--- config.mk ---
export PLATFORM = sky130hd
export DESIGN_NAME = sfp_ctrl
export DESIGN_NICKNAME = d
export VERILOG_FILES = /design/src/core/unused_placeholder_none.sv /design/src/core/sfp_pkg.sv /design/src/core/sfp_ctrl.sv
export SDC_FILE = /design/constraint.sdc
export NUM_CORES = 1
export LEC_CHECK = 0
export BUFFER_PORTS_ARGS = -buffer_cell sky130_fd_sc_hd__buf_4
export CAP_MARGIN = 20
export CORE_ASPECT_RATIO = 2
export CORE_MARGIN = 4
export CORE_UTILIZATION = 37
export CTS_BUF_LIST = sky130_fd_sc_hd__clkbuf_8
export DETAILED_ROUTE_END_ITERATION = 12
export PLACE_DENSITY = 0.68
export SYNTH_ARGS = -nofsm -noshare
export SYNTH_HDL_FRONTEND = slang
export SYNTH_SLANG_ARGS = --single-unit
--- constraint.sdc ---
create_clock -name hclk -period 4.3 [get_ports hclk]
set_input_delay 0.215 -clock hclk [delete_from_list [all_inputs] [get_ports hclk]]
set_output_delay 0.215 -clock hclk [all_outputs]
set_load 0.005 [all_outputs]
--- src/core/unused_placeholder_none.sv ---
// Intentionally empty: all logic is in sfp_ctrl.
`timescale 1ns/1ps
`default_nettype none
`default_nettype wire

--- src/core/sfp_pkg.sv ---
// Constants, register map and pin carrier for the sector flash program controller.
// Assumes a 40 MHz hclk and one byte-wide asynchronous flash on the pin group.
package sfp_pkg;

  // Clock
  localparam int unsigned CLK_MHZ = 40;
  localparam int unsigned CLK_NS  = 25;

  // Pin timing, each time in its own unit, then in cycles
  localparam int unsigned SETUP_NS      = 25;
  localparam int unsigned STROBE_NS     = 70;
  localparam int unsigned HOLD_NS       = 25;
  localparam int unsigned READ_NS       = 120;
  localparam int unsigned RECOVER_NS    = 50;
  localparam int unsigned LOAD_GAP_US   = 150;
  localparam int unsigned SETUP_CYC     = (SETUP_NS + CLK_NS - 1) / CLK_NS;
  localparam int unsigned STROBE_CYC    = (STROBE_NS + CLK_NS - 1) / CLK_NS;
  localparam int unsigned HOLD_CYC      = (HOLD_NS + CLK_NS - 1) / CLK_NS;
  localparam int unsigned READ_CYC      = (READ_NS + CLK_NS - 1) / CLK_NS;
  localparam int unsigned RECOVER_CYC   = (RECOVER_NS + CLK_NS - 1) / CLK_NS;
  localparam int unsigned LOAD_GAP_CYC  = LOAD_GAP_US * CLK_MHZ;
  localparam int unsigned TMR_W         = 8;
  localparam int unsigned GAP_W         = 16;

  // Flash geometry
  localparam int unsigned FA_W          = 18;
  localparam int unsigned FD_W          = 8;
  localparam int unsigned SECTOR_BYTES  = 256;
  localparam int unsigned SECTOR_LSB    = 8;
  localparam logic [17:0] LOW_LOCK_ADDR = 18'h00002;
  localparam logic [17:0] UP_LOCK_ADDR  = 18'h3fff2;
  localparam logic [7:0]  LOCK_OPEN     = 8'hfe;
  localparam logic [7:0]  LOCK_SET      = 8'hff;
  localparam int unsigned POLL_BIT      = 7;
  localparam int unsigned TOGGLE_BIT    = 6;

  // Register offsets
  localparam logic [7:0] REG_CMD    = 8'h00;
  localparam logic [7:0] REG_ADDR   = 8'h04;
  localparam logic [7:0] REG_WDATA  = 8'h08;
  localparam logic [7:0] REG_RDATA  = 8'h0c;
  localparam logic [7:0] REG_STATUS = 8'h10;

  // Command codes written to REG_CMD[1:0]
  localparam logic [1:0] CMD_READ = 2'h1;
  localparam logic [1:0] CMD_LOAD = 2'h2;
  localparam logic [1:0] CMD_POLL = 2'h3;

  // Status bit positions
  localparam int unsigned ST_BUSY   = 0;
  localparam int unsigned ST_WINDOW = 1;
  localparam int unsigned ST_DONE   = 2;

  // Pin outputs toward the flash
  typedef struct packed {
    logic [FA_W-1:0] addr;
    logic            ce_n;
    logic            oe_n;
    logic            we_n;
    logic [FD_W-1:0] dq_out;
    logic            dq_oe;
  } sfp_pins_t;

  localparam sfp_pins_t PINS_IDLE = '{addr: 18'h00000, ce_n: 1'b1, oe_n: 1'b1,
                                      we_n: 1'b1, dq_out: 8'h00, dq_oe: 1'b0};

  typedef enum logic [6:0] {
    S_IDLE  = 7'b0000001,
    S_RD    = 7'b0000010,
    S_SETUP = 7'b0000100,
    S_LOW   = 7'b0001000,
    S_HOLD  = 7'b0010000,
    S_POLL  = 7'b0100000,
    S_GAP   = 7'b1000000
  } sfp_state_t;

endpackage : sfp_pkg

--- src/core/sfp_ctrl.sv ---
// Host-side controller for a byte-wide sector-programmed flash, with AHB-Lite registers.
// Assumes one flash on the pin group; dq_in is the resolved data bus, synchronous to hclk.
// Behaviour
// - Byte load pulses write strobe low under low chip select, output enable high.
// - Software must load every byte of a sector it changes.
// - Next byte within 150 us of the previous rise; a window bit shows it.
// - Sector address bits stay stable across each falling strobe edge.
// - Protection enable is three timed loads issued by software.
// - With protection on, each program cycle starts with the three loads.
// - Chip erase is a six-byte load sequence from software.
// - Boot lockout is seven timed loads issued by software.
`timescale 1ns/1ps
`default_nettype none
module sfp_ctrl
  import sfp_pkg::*;
#(
  parameter int unsigned LOAD_GAP_CYCLES = LOAD_GAP_CYC
) (
  // Clock and reset
  input  wire logic             hclk,
  input  wire logic             hresetn,
  // AHB-Lite slave
  input  wire logic             hsel,
  input  wire logic [31:0]      haddr,
  input  wire logic [1:0]       htrans,
  input  wire logic             hwrite,
  input  wire logic [2:0]       hsize,
  input  wire logic [31:0]      hwdata,
  input  wire logic             hready,
  output logic                  hreadyout,
  output logic                  hresp,
  output logic [31:0]           hrdata,
  // Flash pins
  output sfp_pins_t             pins,
  input  wire logic [FD_W-1:0]  dq_in
);

  sfp_state_t        st_r,     st_nxt;
  sfp_pins_t         pins_r,   pins_nxt;
  logic [TMR_W-1:0]  tmr_r,    tmr_nxt;
  logic [GAP_W-1:0]  gap_r,    gap_nxt;
  logic [FA_W-1:0]   addr_r,   addr_nxt;
  logic [FD_W-1:0]   wdata_r,  wdata_nxt;
  logic [FD_W-1:0]   rdata_r,  rdata_nxt;
  logic              done_r,   done_nxt;
  logic              first_r,  first_nxt;
  logic              prev_r,   prev_nxt;
  logic              wpend_r,  wpend_nxt;
  logic [7:0]        wa_r,     wa_nxt;
  logic [31:0]       hrdata_r, hrdata_nxt;
  logic              busy;
  logic              take;

  assign busy      = (st_r != S_IDLE);
  assign take      = hsel && hready && htrans[1];
  assign hreadyout = 1'b1;
  assign hresp     = 1'b0;
  assign hrdata    = hrdata_r;
  assign pins      = pins_r;

  always_comb begin
    st_nxt     = st_r;
    pins_nxt   = pins_r;
    tmr_nxt    = tmr_r;
    gap_nxt    = gap_r;
    addr_nxt   = addr_r;
    wdata_nxt  = wdata_r;
    rdata_nxt  = rdata_r;
    done_nxt   = done_r;
    first_nxt  = first_r;
    prev_nxt   = prev_r;
    hrdata_nxt = hrdata_r;
    wpend_nxt  = take && hwrite;
    wa_nxt     = take ? haddr[7:0] : wa_r;

    // Load window counter, reloaded on each strobe rise
    if (gap_r != '0) begin
      gap_nxt = gap_r - 1'b1;
    end

    // Read data is registered during the address phase
    if (take && !hwrite) begin
      case (haddr[7:0])
        REG_ADDR:   hrdata_nxt = {14'h0000, addr_r};
        REG_WDATA:  hrdata_nxt = {24'h000000, wdata_r};
        REG_RDATA:  hrdata_nxt = {24'h000000, rdata_r};
        REG_STATUS: hrdata_nxt = {29'h00000000, done_r, (gap_r != '0), busy};
        default:    hrdata_nxt = 32'h00000000;
      endcase
    end

    // Register writes in the data phase; a command while busy is dropped
    if (wpend_r) begin
      case (wa_r)
        REG_ADDR:   addr_nxt  = hwdata[FA_W-1:0];
        REG_WDATA:  wdata_nxt = hwdata[FD_W-1:0];
        REG_STATUS: if (hwdata[ST_DONE]) begin
          done_nxt = 1'b0;
        end
        REG_CMD: if (!busy) begin
          pins_nxt.addr = addr_r;
          tmr_nxt       = TMR_W'(READ_CYC - 1);
          case (hwdata[1:0])
            CMD_READ: begin
              pins_nxt.ce_n = 1'b0;
              pins_nxt.oe_n = 1'b0;
              st_nxt        = S_RD;
            end
            // Protect, erase, lockout and ID codes are software load sequences
            CMD_LOAD: begin
              pins_nxt.ce_n   = 1'b0;
              pins_nxt.oe_n   = 1'b1;
              pins_nxt.dq_out = wdata_r;
              pins_nxt.dq_oe  = 1'b1;
              tmr_nxt         = TMR_W'(SETUP_CYC - 1);
              st_nxt          = S_SETUP;
            end
            CMD_POLL: begin
              pins_nxt.ce_n = 1'b0;
              pins_nxt.oe_n = 1'b0;
              first_nxt     = 1'b1;
              st_nxt        = S_POLL;
            end
            default: ;
          endcase
        end
        default: ;
      endcase
    end

    case (st_r)
      S_IDLE: ;
      S_RD: begin
        if (tmr_r == '0) begin
          rdata_nxt     = dq_in;
          pins_nxt.ce_n = 1'b1;
          pins_nxt.oe_n = 1'b1;
          st_nxt        = S_IDLE;
        end else begin
          tmr_nxt = tmr_r - 1'b1;
        end
      end
      S_SETUP: begin
        // Address and sector bits already stable before the fall
        if (tmr_r == '0) begin
          pins_nxt.we_n = 1'b0;
          tmr_nxt       = TMR_W'(STROBE_CYC - 1);
          st_nxt        = S_LOW;
        end else begin
          tmr_nxt = tmr_r - 1'b1;
        end
      end
      S_LOW: begin
        if (tmr_r == '0) begin
          pins_nxt.we_n = 1'b1;
          gap_nxt       = GAP_W'(LOAD_GAP_CYCLES);
          tmr_nxt       = TMR_W'(HOLD_CYC - 1);
          st_nxt        = S_HOLD;
        end else begin
          tmr_nxt = tmr_r - 1'b1;
        end
      end
      S_HOLD: begin
        if (tmr_r == '0) begin
          pins_nxt.ce_n  = 1'b1;
          pins_nxt.dq_oe = 1'b0;
          st_nxt         = S_IDLE;
        end else begin
          tmr_nxt = tmr_r - 1'b1;
        end
      end
      S_POLL: begin
        if (tmr_r == '0) begin
          rdata_nxt     = dq_in;
          pins_nxt.ce_n = 1'b1;
          pins_nxt.oe_n = 1'b1;
          prev_nxt      = dq_in[TOGGLE_BIT];
          first_nxt     = 1'b0;
          tmr_nxt       = TMR_W'(RECOVER_CYC - 1);
          if (!first_r && (dq_in[TOGGLE_BIT] == prev_r)) begin
            done_nxt = 1'b1;
            st_nxt   = S_IDLE;
          end else begin
            st_nxt = S_GAP;
          end
        end else begin
          tmr_nxt = tmr_r - 1'b1;
        end
      end
      S_GAP: begin
        // Each poll is a fresh access so the toggle bit advances
        if (tmr_r == '0) begin
          pins_nxt.ce_n = 1'b0;
          pins_nxt.oe_n = 1'b0;
          tmr_nxt       = TMR_W'(READ_CYC - 1);
          st_nxt        = S_POLL;
        end else begin
          tmr_nxt = tmr_r - 1'b1;
        end
      end
      default: begin
        st_nxt   = S_IDLE;
        pins_nxt = PINS_IDLE;
      end
    endcase

    // Never drive data while the flash may drive it
    if (!pins_nxt.oe_n) begin
      pins_nxt.dq_oe = 1'b0;
    end
  end

  always_ff @(posedge hclk or negedge hresetn) begin
    if (!hresetn) begin
      st_r     <= S_IDLE;
      pins_r   <= PINS_IDLE;
      tmr_r    <= '0;
      gap_r    <= '0;
      addr_r   <= '0;
      wdata_r  <= '0;
      rdata_r  <= '0;
      done_r   <= 1'b0;
      first_r  <= 1'b0;
      prev_r   <= 1'b0;
      wpend_r  <= 1'b0;
      wa_r     <= '0;
      hrdata_r <= '0;
    end else begin
      st_r     <= st_nxt;
      pins_r   <= pins_nxt;
      tmr_r    <= tmr_nxt;
      gap_r    <= gap_nxt;
      addr_r   <= addr_nxt;
      wdata_r  <= wdata_nxt;
      rdata_r  <= rdata_nxt;
      done_r   <= done_nxt;
      first_r  <= first_nxt;
      prev_r   <= prev_nxt;
      wpend_r  <= wpend_nxt;
      wa_r     <= wa_nxt;
      hrdata_r <= hrdata_nxt;
    end
  end

endmodule : sfp_ctrl
`default_nettype wire

==> results.toml, run 1 <==
[worst_hold_path]
min_from = "dq_in[5]"
min_to = "rdata_r[5]$_DFFE_PN0P_"
min_path_cells = 2
min_path_type = "input port to flop"

[sta]
fmax_ghz = 0.324
maxSlewViolCount = 0
min_period_over_period_pct = 71.7
rsz0062_at_grt = "no"
finalCriticalPeriod_ns = 3.08
hold_violations = 0
fin_setup_tns_ns = 0
relSlewSlack_pct = 30.6
finClkSkew_ns = 0.0158
worstMarginPinSlew_ns = 1.04
setup_viol = 0
timing.hold.ws_ns = 0.0268

[routing]
vias = 4661
ant_nets = 0
vias_per_cell = 5.33
first_pass_iters = 4
wirelength_um = 15800
drt_iter0_markers = 186
wire_per_inst_um = 18.1
drc = 0

[cells_and_area]
finalNetCount = 745
syn_to_final_growth_pct = 23.3
n_antenna_cell = 0
multiInputGateArea_um2 = 2560
layout_common_cells = "dfrtp_1, buf_4, nand2_1"
layout_commonest_cell = "dfrtp_1"
final.fill_count = 1426
drive_gt1_share_pct = 27.6
seqCellArea_um2 = 3130

[clock_tree]
clkTransAtPathRegs_ns = 0.07
cts_tree = "built"
cts_sinks = 125
insertion_delay_ns = 0.45
cts-root-buf = "clkbuf_8"
htreeDepth = 4
clock_path_buffers = 2
cts_made_buffers = 17

[critical_path]
crit_path_start_kind = "flop"
cp-end-kind = "flop"
rr_worst_depth = 5
r2r-end = "pins[5]$_DFFE_PN0P_"
cp.required_ns = 4.66
timing.reg2reg.setup_slack_ns = 1.22
worstSetupPathType = "flop to flop"
r2r-start = "st_r[1]$_DFF_PN0_"
crit_fanout = 14
cp.arrival_ns = 3.44

[global_route]
grt_max_degree = 60
antenna_found_initial = 0
grt_overflow = 0
grt_pass1_wl_um = 25600
grt_pass1_vias = 4937
grt_util_all_layers_pct = 17.8

[placed_design]
hpwl_um = 11500
gp_congestion = 0.839
numPortBuffers = 87

[die]
dieWidth_um = 97.3
die_area_um2 = 18100
io_pins = 146
die-height_um = 187
initial_core_util_pct = 37.6
rows = 65
core-area_um2 = 15700

[power_and_ir_drop]
peakVddDrop_v = 0.000242
power.density_nw_per_um2 = 452
power_w = 0.00329
p_leak_nw = 3.34

[flow_run]
drv_cap = 0

[logic_synthesis]
yosysWarnings = 0
yosysSeqAreaShare_pct = 53.1
postSynthCellCount = 555
synth_edf_count = 0
synthFlopType = "dfrtp_1"
syn_area_per_cell_um2 = 10.6
synthArstFlopShare_pct = 100
ys_types = 59
synth_seq_cells = 125
synth_area_um2 = 5900

[status]
status = "finished clean"
==> worst max-delay path, cell delays in order (launching register included) <==
cell and delay (ns):
dfrtp_1 0.55, nor4_2 0.69, nand4_1 0.66, nor3_2 0.79, nand2_1 0.13, a21oi_1 0.18
==> registers in the layout (all words and copies together), names as in the netlist <==
signal   cells
wpend_r      1
first_r      1
pins        30
done_r       1
st_r         7
addr_r      18
prev_r       1
rdata_r      8
tmr_r        8
gap_r       16
wa_r         8
hrdata      18
wdata_r      8
==> final cells by class <==
class                           count  share of cell area (%)
Sequential cell                   125                    43.1
Multi-Input combinational cell    394                    35.2
Timing Repair Buffer              113                    12.4
Tap cell                          201                    3.46
Clock buffer                       18                    3.41
Clock inverter                     14                    2.00
Inverter                            9                   0.464
==> worst max path at each step <==
stage	start	endpoint	slack [ns]	depth (start not counted)
6_report	st_r[1]$_DFF_PN0_	pins[5]$_DFFE_PN0P_	1.22	5
5_1_grt	st_r[1]$_DFF_PN0_	pins[6]$_DFFE_PN0P_	0.92	5
4_1_cts	st_r[1]$_DFF_PN0_	pins[2]$_DFFE_PN0P_	1.24	5
3_5_place_dp	htrans[1]	hrdata[15]$_DFFE_PN0P_	1.20	6
3_3_place_gp	htrans[1]	hrdata[10]$_DFFE_PN0P_	1.25	6
2_1_floorplan	wa_r[5]$_DFFE_PN0P_	wdata_r[0]$_DFFE_PN0P_	1.99	5
==> metal layers <==
layer	GRT usage (%)	share of wire, %	vias to the layer above
met5	0	0	-
met4	8.48	3.1	0
met3	3.40	3.8	31
met2	34.2	57	128
met1	18.0	36	2339
li1	-	-	2163
==> what timing repair did <==
| item | CTS | global route |
|---|---|---|
| hold buffers | 21 | 0 |
| resized for setup | 0 | 0 |
| buffers inserted | 0 | 0 |
| hold endpoints to repair | 80 | 0 |
==> power by group <==
part	leakage (nW)	internal, W	switching (W)	total [W]
registers	1.60	0.00135	0.000159	0.00150
clock network	0.191	0.000529	0.000489	0.00102
logic	1.55	0.000323	0.000442	0.000765
total	3.34	0.00220	0.00109	0.00329
==> synthesized netlist by cell type (all sizes together), types with 3 or more instances <==
| library cell | instances | area (µm²) |
|---|---|---|
| nor3b | 3 | 27.5 |
| mux2 | 46 | 544 |
| o21ai | 22 | 110 |
| a31oi | 4 | 25.0 |
| nand2b | 6 | 37.5 |
| a211o | 3 | 26.3 |
| nor2b | 4 | 25.0 |
| nor2 | 30 | 113 |
| nor3 | 15 | 85.1 |
| a21oi | 41 | 205 |
| xor2 | 6 | 52.6 |
| a22o | 24 | 210 |
| buf | 23 | 158 |
| mux2i | 5 | 50.1 |
| o22ai | 4 | 25.0 |
| or4 | 3 | 22.5 |
| and3 | 4 | 25.0 |
| dfrtp | 121 | 3030 |
| a211oi | 3 | 22.5 |
| nand3 | 8 | 40.0 |
| nand2 | 78 | 293 |
| nor4 | 11 | 81.3 |
| dfstp | 4 | 105 |
| ha | 3 | 37.5 |
| and2 | 3 | 18.8 |
| or4b | 3 | 33.8 |
| inv | 9 | 33.8 |
| xnor2 | 11 | 96.3 |
| clkbuf | 18 | 67.6 |
| or3 | 9 | 56.3 |
==> metrics by stage <==
stage                     cell area, µm²  util [%]  setup WS [ns]  cells
after floorplan                     5950         -           1.99    569
after global placement              6670      42.5           1.25    821
after detailed placement            6670      42.5           1.20    821
after CTS                           7270      46.3           1.24    874
after global routing                7270      46.3          0.916    874
final                               7270      46.3           1.22    874
==> cell families after synthesis <==
logic type / after synthesis / synth area share, %
adders and majority gates: 3 / 0.636
AOI/OAI and AO/OA: 119 / 13.1
xor gates and xnor gates: 17 / 2.52
DFF: 125 / 53.1
other: 2 / 0.127
buffers and inverters: 50 / 4.39
and+or+nand+nor: 188 / 16.0
muxes: 51 / 10.1
No activity file was read; power rests on OpenSTA's default activity.
==> run 2, diff against run 1 <==
Settings changed: PLACE_DENSITY 0.68 to 0.7.
Clock period 4.3 ns to 2.7 ns, I/O delays scaled along.
==> results.toml, run 2 (synthesis results as in run 1) <==
[status]
status = "finished clean"

[global_route]
antenna_found_initial = 0
grt_util_all_layers_pct = 18.7
grt_pass1_vias = 5252
grt_pass1_wl_um = 26800
grt_max_degree = 86
grt_overflow = 0

[sta]
fin_setup_tns_ns = 0
min_period_over_period_pct = 93.8
finalCriticalPeriod_ns = 2.53
fmax_ghz = 0.395
relSlewSlack_pct = 56.8
finClkSkew_ns = 0.0150
setup_viol = 0
timing.hold.ws_ns = 0.0457
maxSlewViolCount = 0
worstMarginPinSlew_ns = 0.643
hold_violations = 0
rsz0062_at_grt = "no"

[placed_design]
numPortBuffers = 87
dp_cells = 843
gp_congestion = 0.839
place_area_um2 = 6850
hpwl_um = 12400

[critical_path]
crit_start = "tmr_r[0]$_DFF_PN0_"
crit_path_start_kind = "flop"
cp.required_ns = 3.03
cp-end-kind = "flop"
r2r-start = "tmr_r[0]$_DFF_PN0_"
worstSetupPathType = "flop to flop"
cp.arrival_ns = 2.87
crit_fanout = 10

[routing]
vias_per_cell = 5.44
wirelength_um = 16800
drt_iter0_markers = 277
first_pass_iters = 7
wire_per_inst_um = 18.5
vias = 4946
ant_nets = 0
drc = 0

[power_and_ir_drop]
p_switching_w = 0.00179
peakVddDrop_v = 0.000449
power.share.clock_pct = 32.2
swShare_pct = 32.9
power.density_nw_per_um2 = 714
p_comb_share_pct = 23.6
power_w = 0.00544
p_leak_nw = 3.54
p_seq_share_pct = 44.2
power.internal_w = 0.00365

[cells_and_area]
drive_gt1_share_pct = 29.4
n_antenna_cell = 0
layout_common_cells = "dfrtp_1, buf_4, nand2_1"
final_cells = 909
finalNetCount = 780
layout_commonest_cell = "dfrtp_1"
largest_register_ffs = 30
syn_to_final_growth_pct = 29.2
final.fill_count = 1398
fin_area_um2 = 7620

[worst_hold_path]
min_from = "haddr[3]"
min_path_type = "input port to flop"

[die]
io_pins = 146
core-area_um2 = 15700
dieWidth_um = 97.3
die_area_um2 = 18100
rows = 65
initial_core_util_pct = 37.6
die-height_um = 187

[flow_run]
drv_cap = 0

[clock_tree]
cts_made_buffers = 17
insertion_delay_ns = 0.44
clock_path_buffers = 2
cts_sinks = 125
clkTransAtPathRegs_ns = 0.08
htreeDepth = 4
post_cts_buffers = 0
cts-root-buf = "clkbuf_8"
cts_tree = "built"
## run 2: cell count changes in the layout (fill, tap and decap cells not counted), sizes merged
cell         delta
buf            +22
inv             +4
dlygate4sd3    +13
clkinvlp        -4
clkinv          -1
bufinv          +1
## run 2: per-stage QoR
step                      util, %  setup slack, ns
final                        48.5            0.166
after global routing         48.5            0.101
after CTS                    48.5           0.0583
after detailed placement     43.6           0.0829
after global placement       43.6            0.175
after floorplan                 -            0.393
## run 2: final cells by class
type | instances | area, µm² | area share (%)
flip-flops and latches | 125 | 3130 | 41.1
multi-input cells | 394 | 2570 | 33.7
repair buffers | 148 | 1210 | 15.9
well taps | 201 | 251 | 3.30
clock buffers | 18 | 248 | 3.25
clock inverters | 14 | 179 | 2.35
inverters | 9 | 33.8 | 0.443
## run 2: critical path, cell delays in order (launching register included)
cell and delay [ns]:
dfrtp_1 0.42, inv_1 0.12, ha_1 0.18, or3b_2 0.48
or3_1 0.50, or2_2 0.43, mux2_2 0.29
## run 2: power groups by stage
stage / logic [W] / registers, W / clock network, W
final: 0.00128 / 0.00240 / 0.00175
after global routing: 0.00142 / 0.00243 / 0.00188
after CTS: 0.00127 / 0.00240 / 0.00180
after detailed placement: 0.00122 / 0.00243 / 0
after global placement: 0.00117 / 0.00240 / 0
after floorplan: 0.000871 / 0.00234 / 0
## run 2: repair_timing
item	CTS	global route
endpoints found under the hold margin	78	0
hold buffers	34	0
gates resized for setup	0	1
setup endpoints to repair	0	14
## run 2: path summary, 6_finish.rpt
kind / cells past startpoint / slack (ns) / to
worst max register to register: 6 / 0.17 / prev_r$_DFFE_PN0P_
max in group asynchronous: 3 / 1.62 / addr_r[17]$_DFFE_PN0P_
worst min-delay path: 2 / 0.05 / wa_r[3]$_DFFE_PN0P_
worst max-delay path: 6 / 0.17 / prev_r$_DFFE_PN0P_
worst min register to register: 2 / 0.49 / pins[9]$_DFFE_PN1P_
min in group asynchronous: 2 / 0.24 / wa_r[7]$_DFFE_PN0P_
## run 2: layer usage
layer | wire (µm) | GRT usage, %
met4 | 1140 | 13.5
met3 | 619 | 3.55
met2 | 9350 | 34.6
met1 | 5700 | 18.1
met5 | 0 | 0
==> run 3, diff against run 2 <==
Settings changed: CORE_MARGIN 4 to 2.
==> results.toml, run 3 (synthesis results as in run 1) <==
[global_route]
antenna_found_initial = 0
grt_max_degree = 51
grt_pass1_wl_um = 25500
grt_overflow = 0
grt_pass1_vias = 5071
grt_util_all_layers_pct = 19.4

[placed_design]
numPortBuffers = 87
pre_cts_ws_ns = 0.240
gp_congestion = 0.853
hpwl_um = 11600
dp_cells = 839
place_area_um2 = 6820

[critical_path]
cp.required_ns = 3.01
cp-end-kind = "flop"
crit_fanout = 12
crit_buf_inv = 1
path_cells = "xor2_1 > a211o_1 > a211o_1 > nor2_2 > buf_4 > nor3_1"
worstSetupPathType = "flop to flop"
slowest_delay_ns = 0.61
crit_start = "st_r[5]$_DFF_PN0_"
cp.arrival_ns = 2.83
crit_slowest_cell = "dfrtp_1"
crit_path_start_kind = "flop"
crit_top_cell = "a211o_1"
path_delay_family = "compound AO/OA/AOI/OAI gates"
r2r-start = "st_r[5]$_DFF_PN0_"

[power_and_ir_drop]
p_leak_nw = 3.53
power.density_nw_per_um2 = 721
peakVddDrop_v = 0.000385

[clock_tree]
cts_sinks = 125
post_cts_buffers = 0
cts_hold_buf = 34
clock_path_buffers = 2
clkTransAtPathRegs_ns = 0.08
cts_tree = "built"
cts-root-buf = "clkbuf_8"
insertion_delay_ns = 0.44
cts_made_buffers = 17
htreeDepth = 4
cts_resized = 0

[die]
core-area_um2 = 15700
rows = 65
initial_core_util_pct = 37.6
dieWidth_um = 93.3
io_pins = 146
die_area_um2 = 17000
die-height_um = 183

[sta]
finClkSkew_ns = 0.0140
timing.final.ws_setup_ns = 0.179
fin_setup_tns_ns = 0
setup_viol = 0
relSlewSlack_pct = 56.7
rsz0062_at_grt = "no"
fmax_ghz = 0.397
timing.hold.ws_ns = 0.0453
maxSlewViolCount = 0
hold_violations = 0
worstMarginPinSlew_ns = 0.646
finalCriticalPeriod_ns = 2.52
min_period_over_period_pct = 93.4

[routing]
drt_iter0_markers = 233
drc = 0
dr_wl_met2_um = 8810
wire_per_inst_um = 17.4
vias = 4811
dr_wl_met3_um = 566
top_layer_used = "met4"
wirelength_um = 15700
ant_nets = 0
met1Wirelength_um = 5610
first_pass_iters = 7
vias_per_cell = 5.32

[worst_hold_path]
min_path_type = "input port to flop"
min_from = "haddr[3]"

[cells_and_area]
layout_commonest_cell = "dfrtp_1"
fin_area_um2 = 7590
layout_common_cells = "dfrtp_1, buf_4, nand2_1"
drive_gt1_share_pct = 28.4
n_antenna_cell = 0
largest_register_ffs = 30
finalNetCount = 776
final_cells = 905
syn_to_final_growth_pct = 28.7

[status]
status = "finished clean"

[flow_run]
drv_cap = 0
## run 3: layout make-up
type	count	area (µm²)
clock buffer	19	262
clock inverter	13	174
fill	1425	8100
inverter	9	33.8
multi-input combinational	394	2560
sequential	125	3130
tap	201	251
timing repair buffer	144	1180
## run 3: final timing paths
kind                            cells after the start  slack [ns]                  end
worst min register to register                      2        0.48  pins[9]$_DFFE_PN1P_
max in group asynchronous                           3        1.56  pins[9]$_DFFE_PN1P_
worst max register to register                      6        0.18    st_r[1]$_DFF_PN0_
worst max-delay path                                6        0.18    st_r[1]$_DFF_PN0_
worst min-delay path                                2        0.05  wa_r[3]$_DFFE_PN0P_
min in group asynchronous                           2        0.28  wa_r[6]$_DFFE_PN0P_
## run 3: per-layer routing
layer | vias up | track usage, %
met5 | - | 0
met4 | 0 | 11.7
met3 | 48 | 3.10
met2 | 149 | 35.6
met1 | 2385 | 20.2
li1 | 2229 | -
## run 3: stage by stage
| step | power [W] | utilization (%) |
|---|---|---|
| floorplan | 0.00321 | - |
| global placement | 0.00360 | 43.4 |
| detailed placement | 0.00367 | 43.4 |
| CTS | 0.00551 | 48.4 |
| global route | 0.00576 | 48.4 |
| finish | 0.00547 | 48.4 |
## run 3: where the power goes
part	leakage (nW)	total [W]	internal [W]	switching, W
Combinational	1.70	0.00131	0.000586	0.000719
Sequential	1.60	0.00238	0.00214	0.000239
Clock	0.231	0.00178	0.00105	0.000737
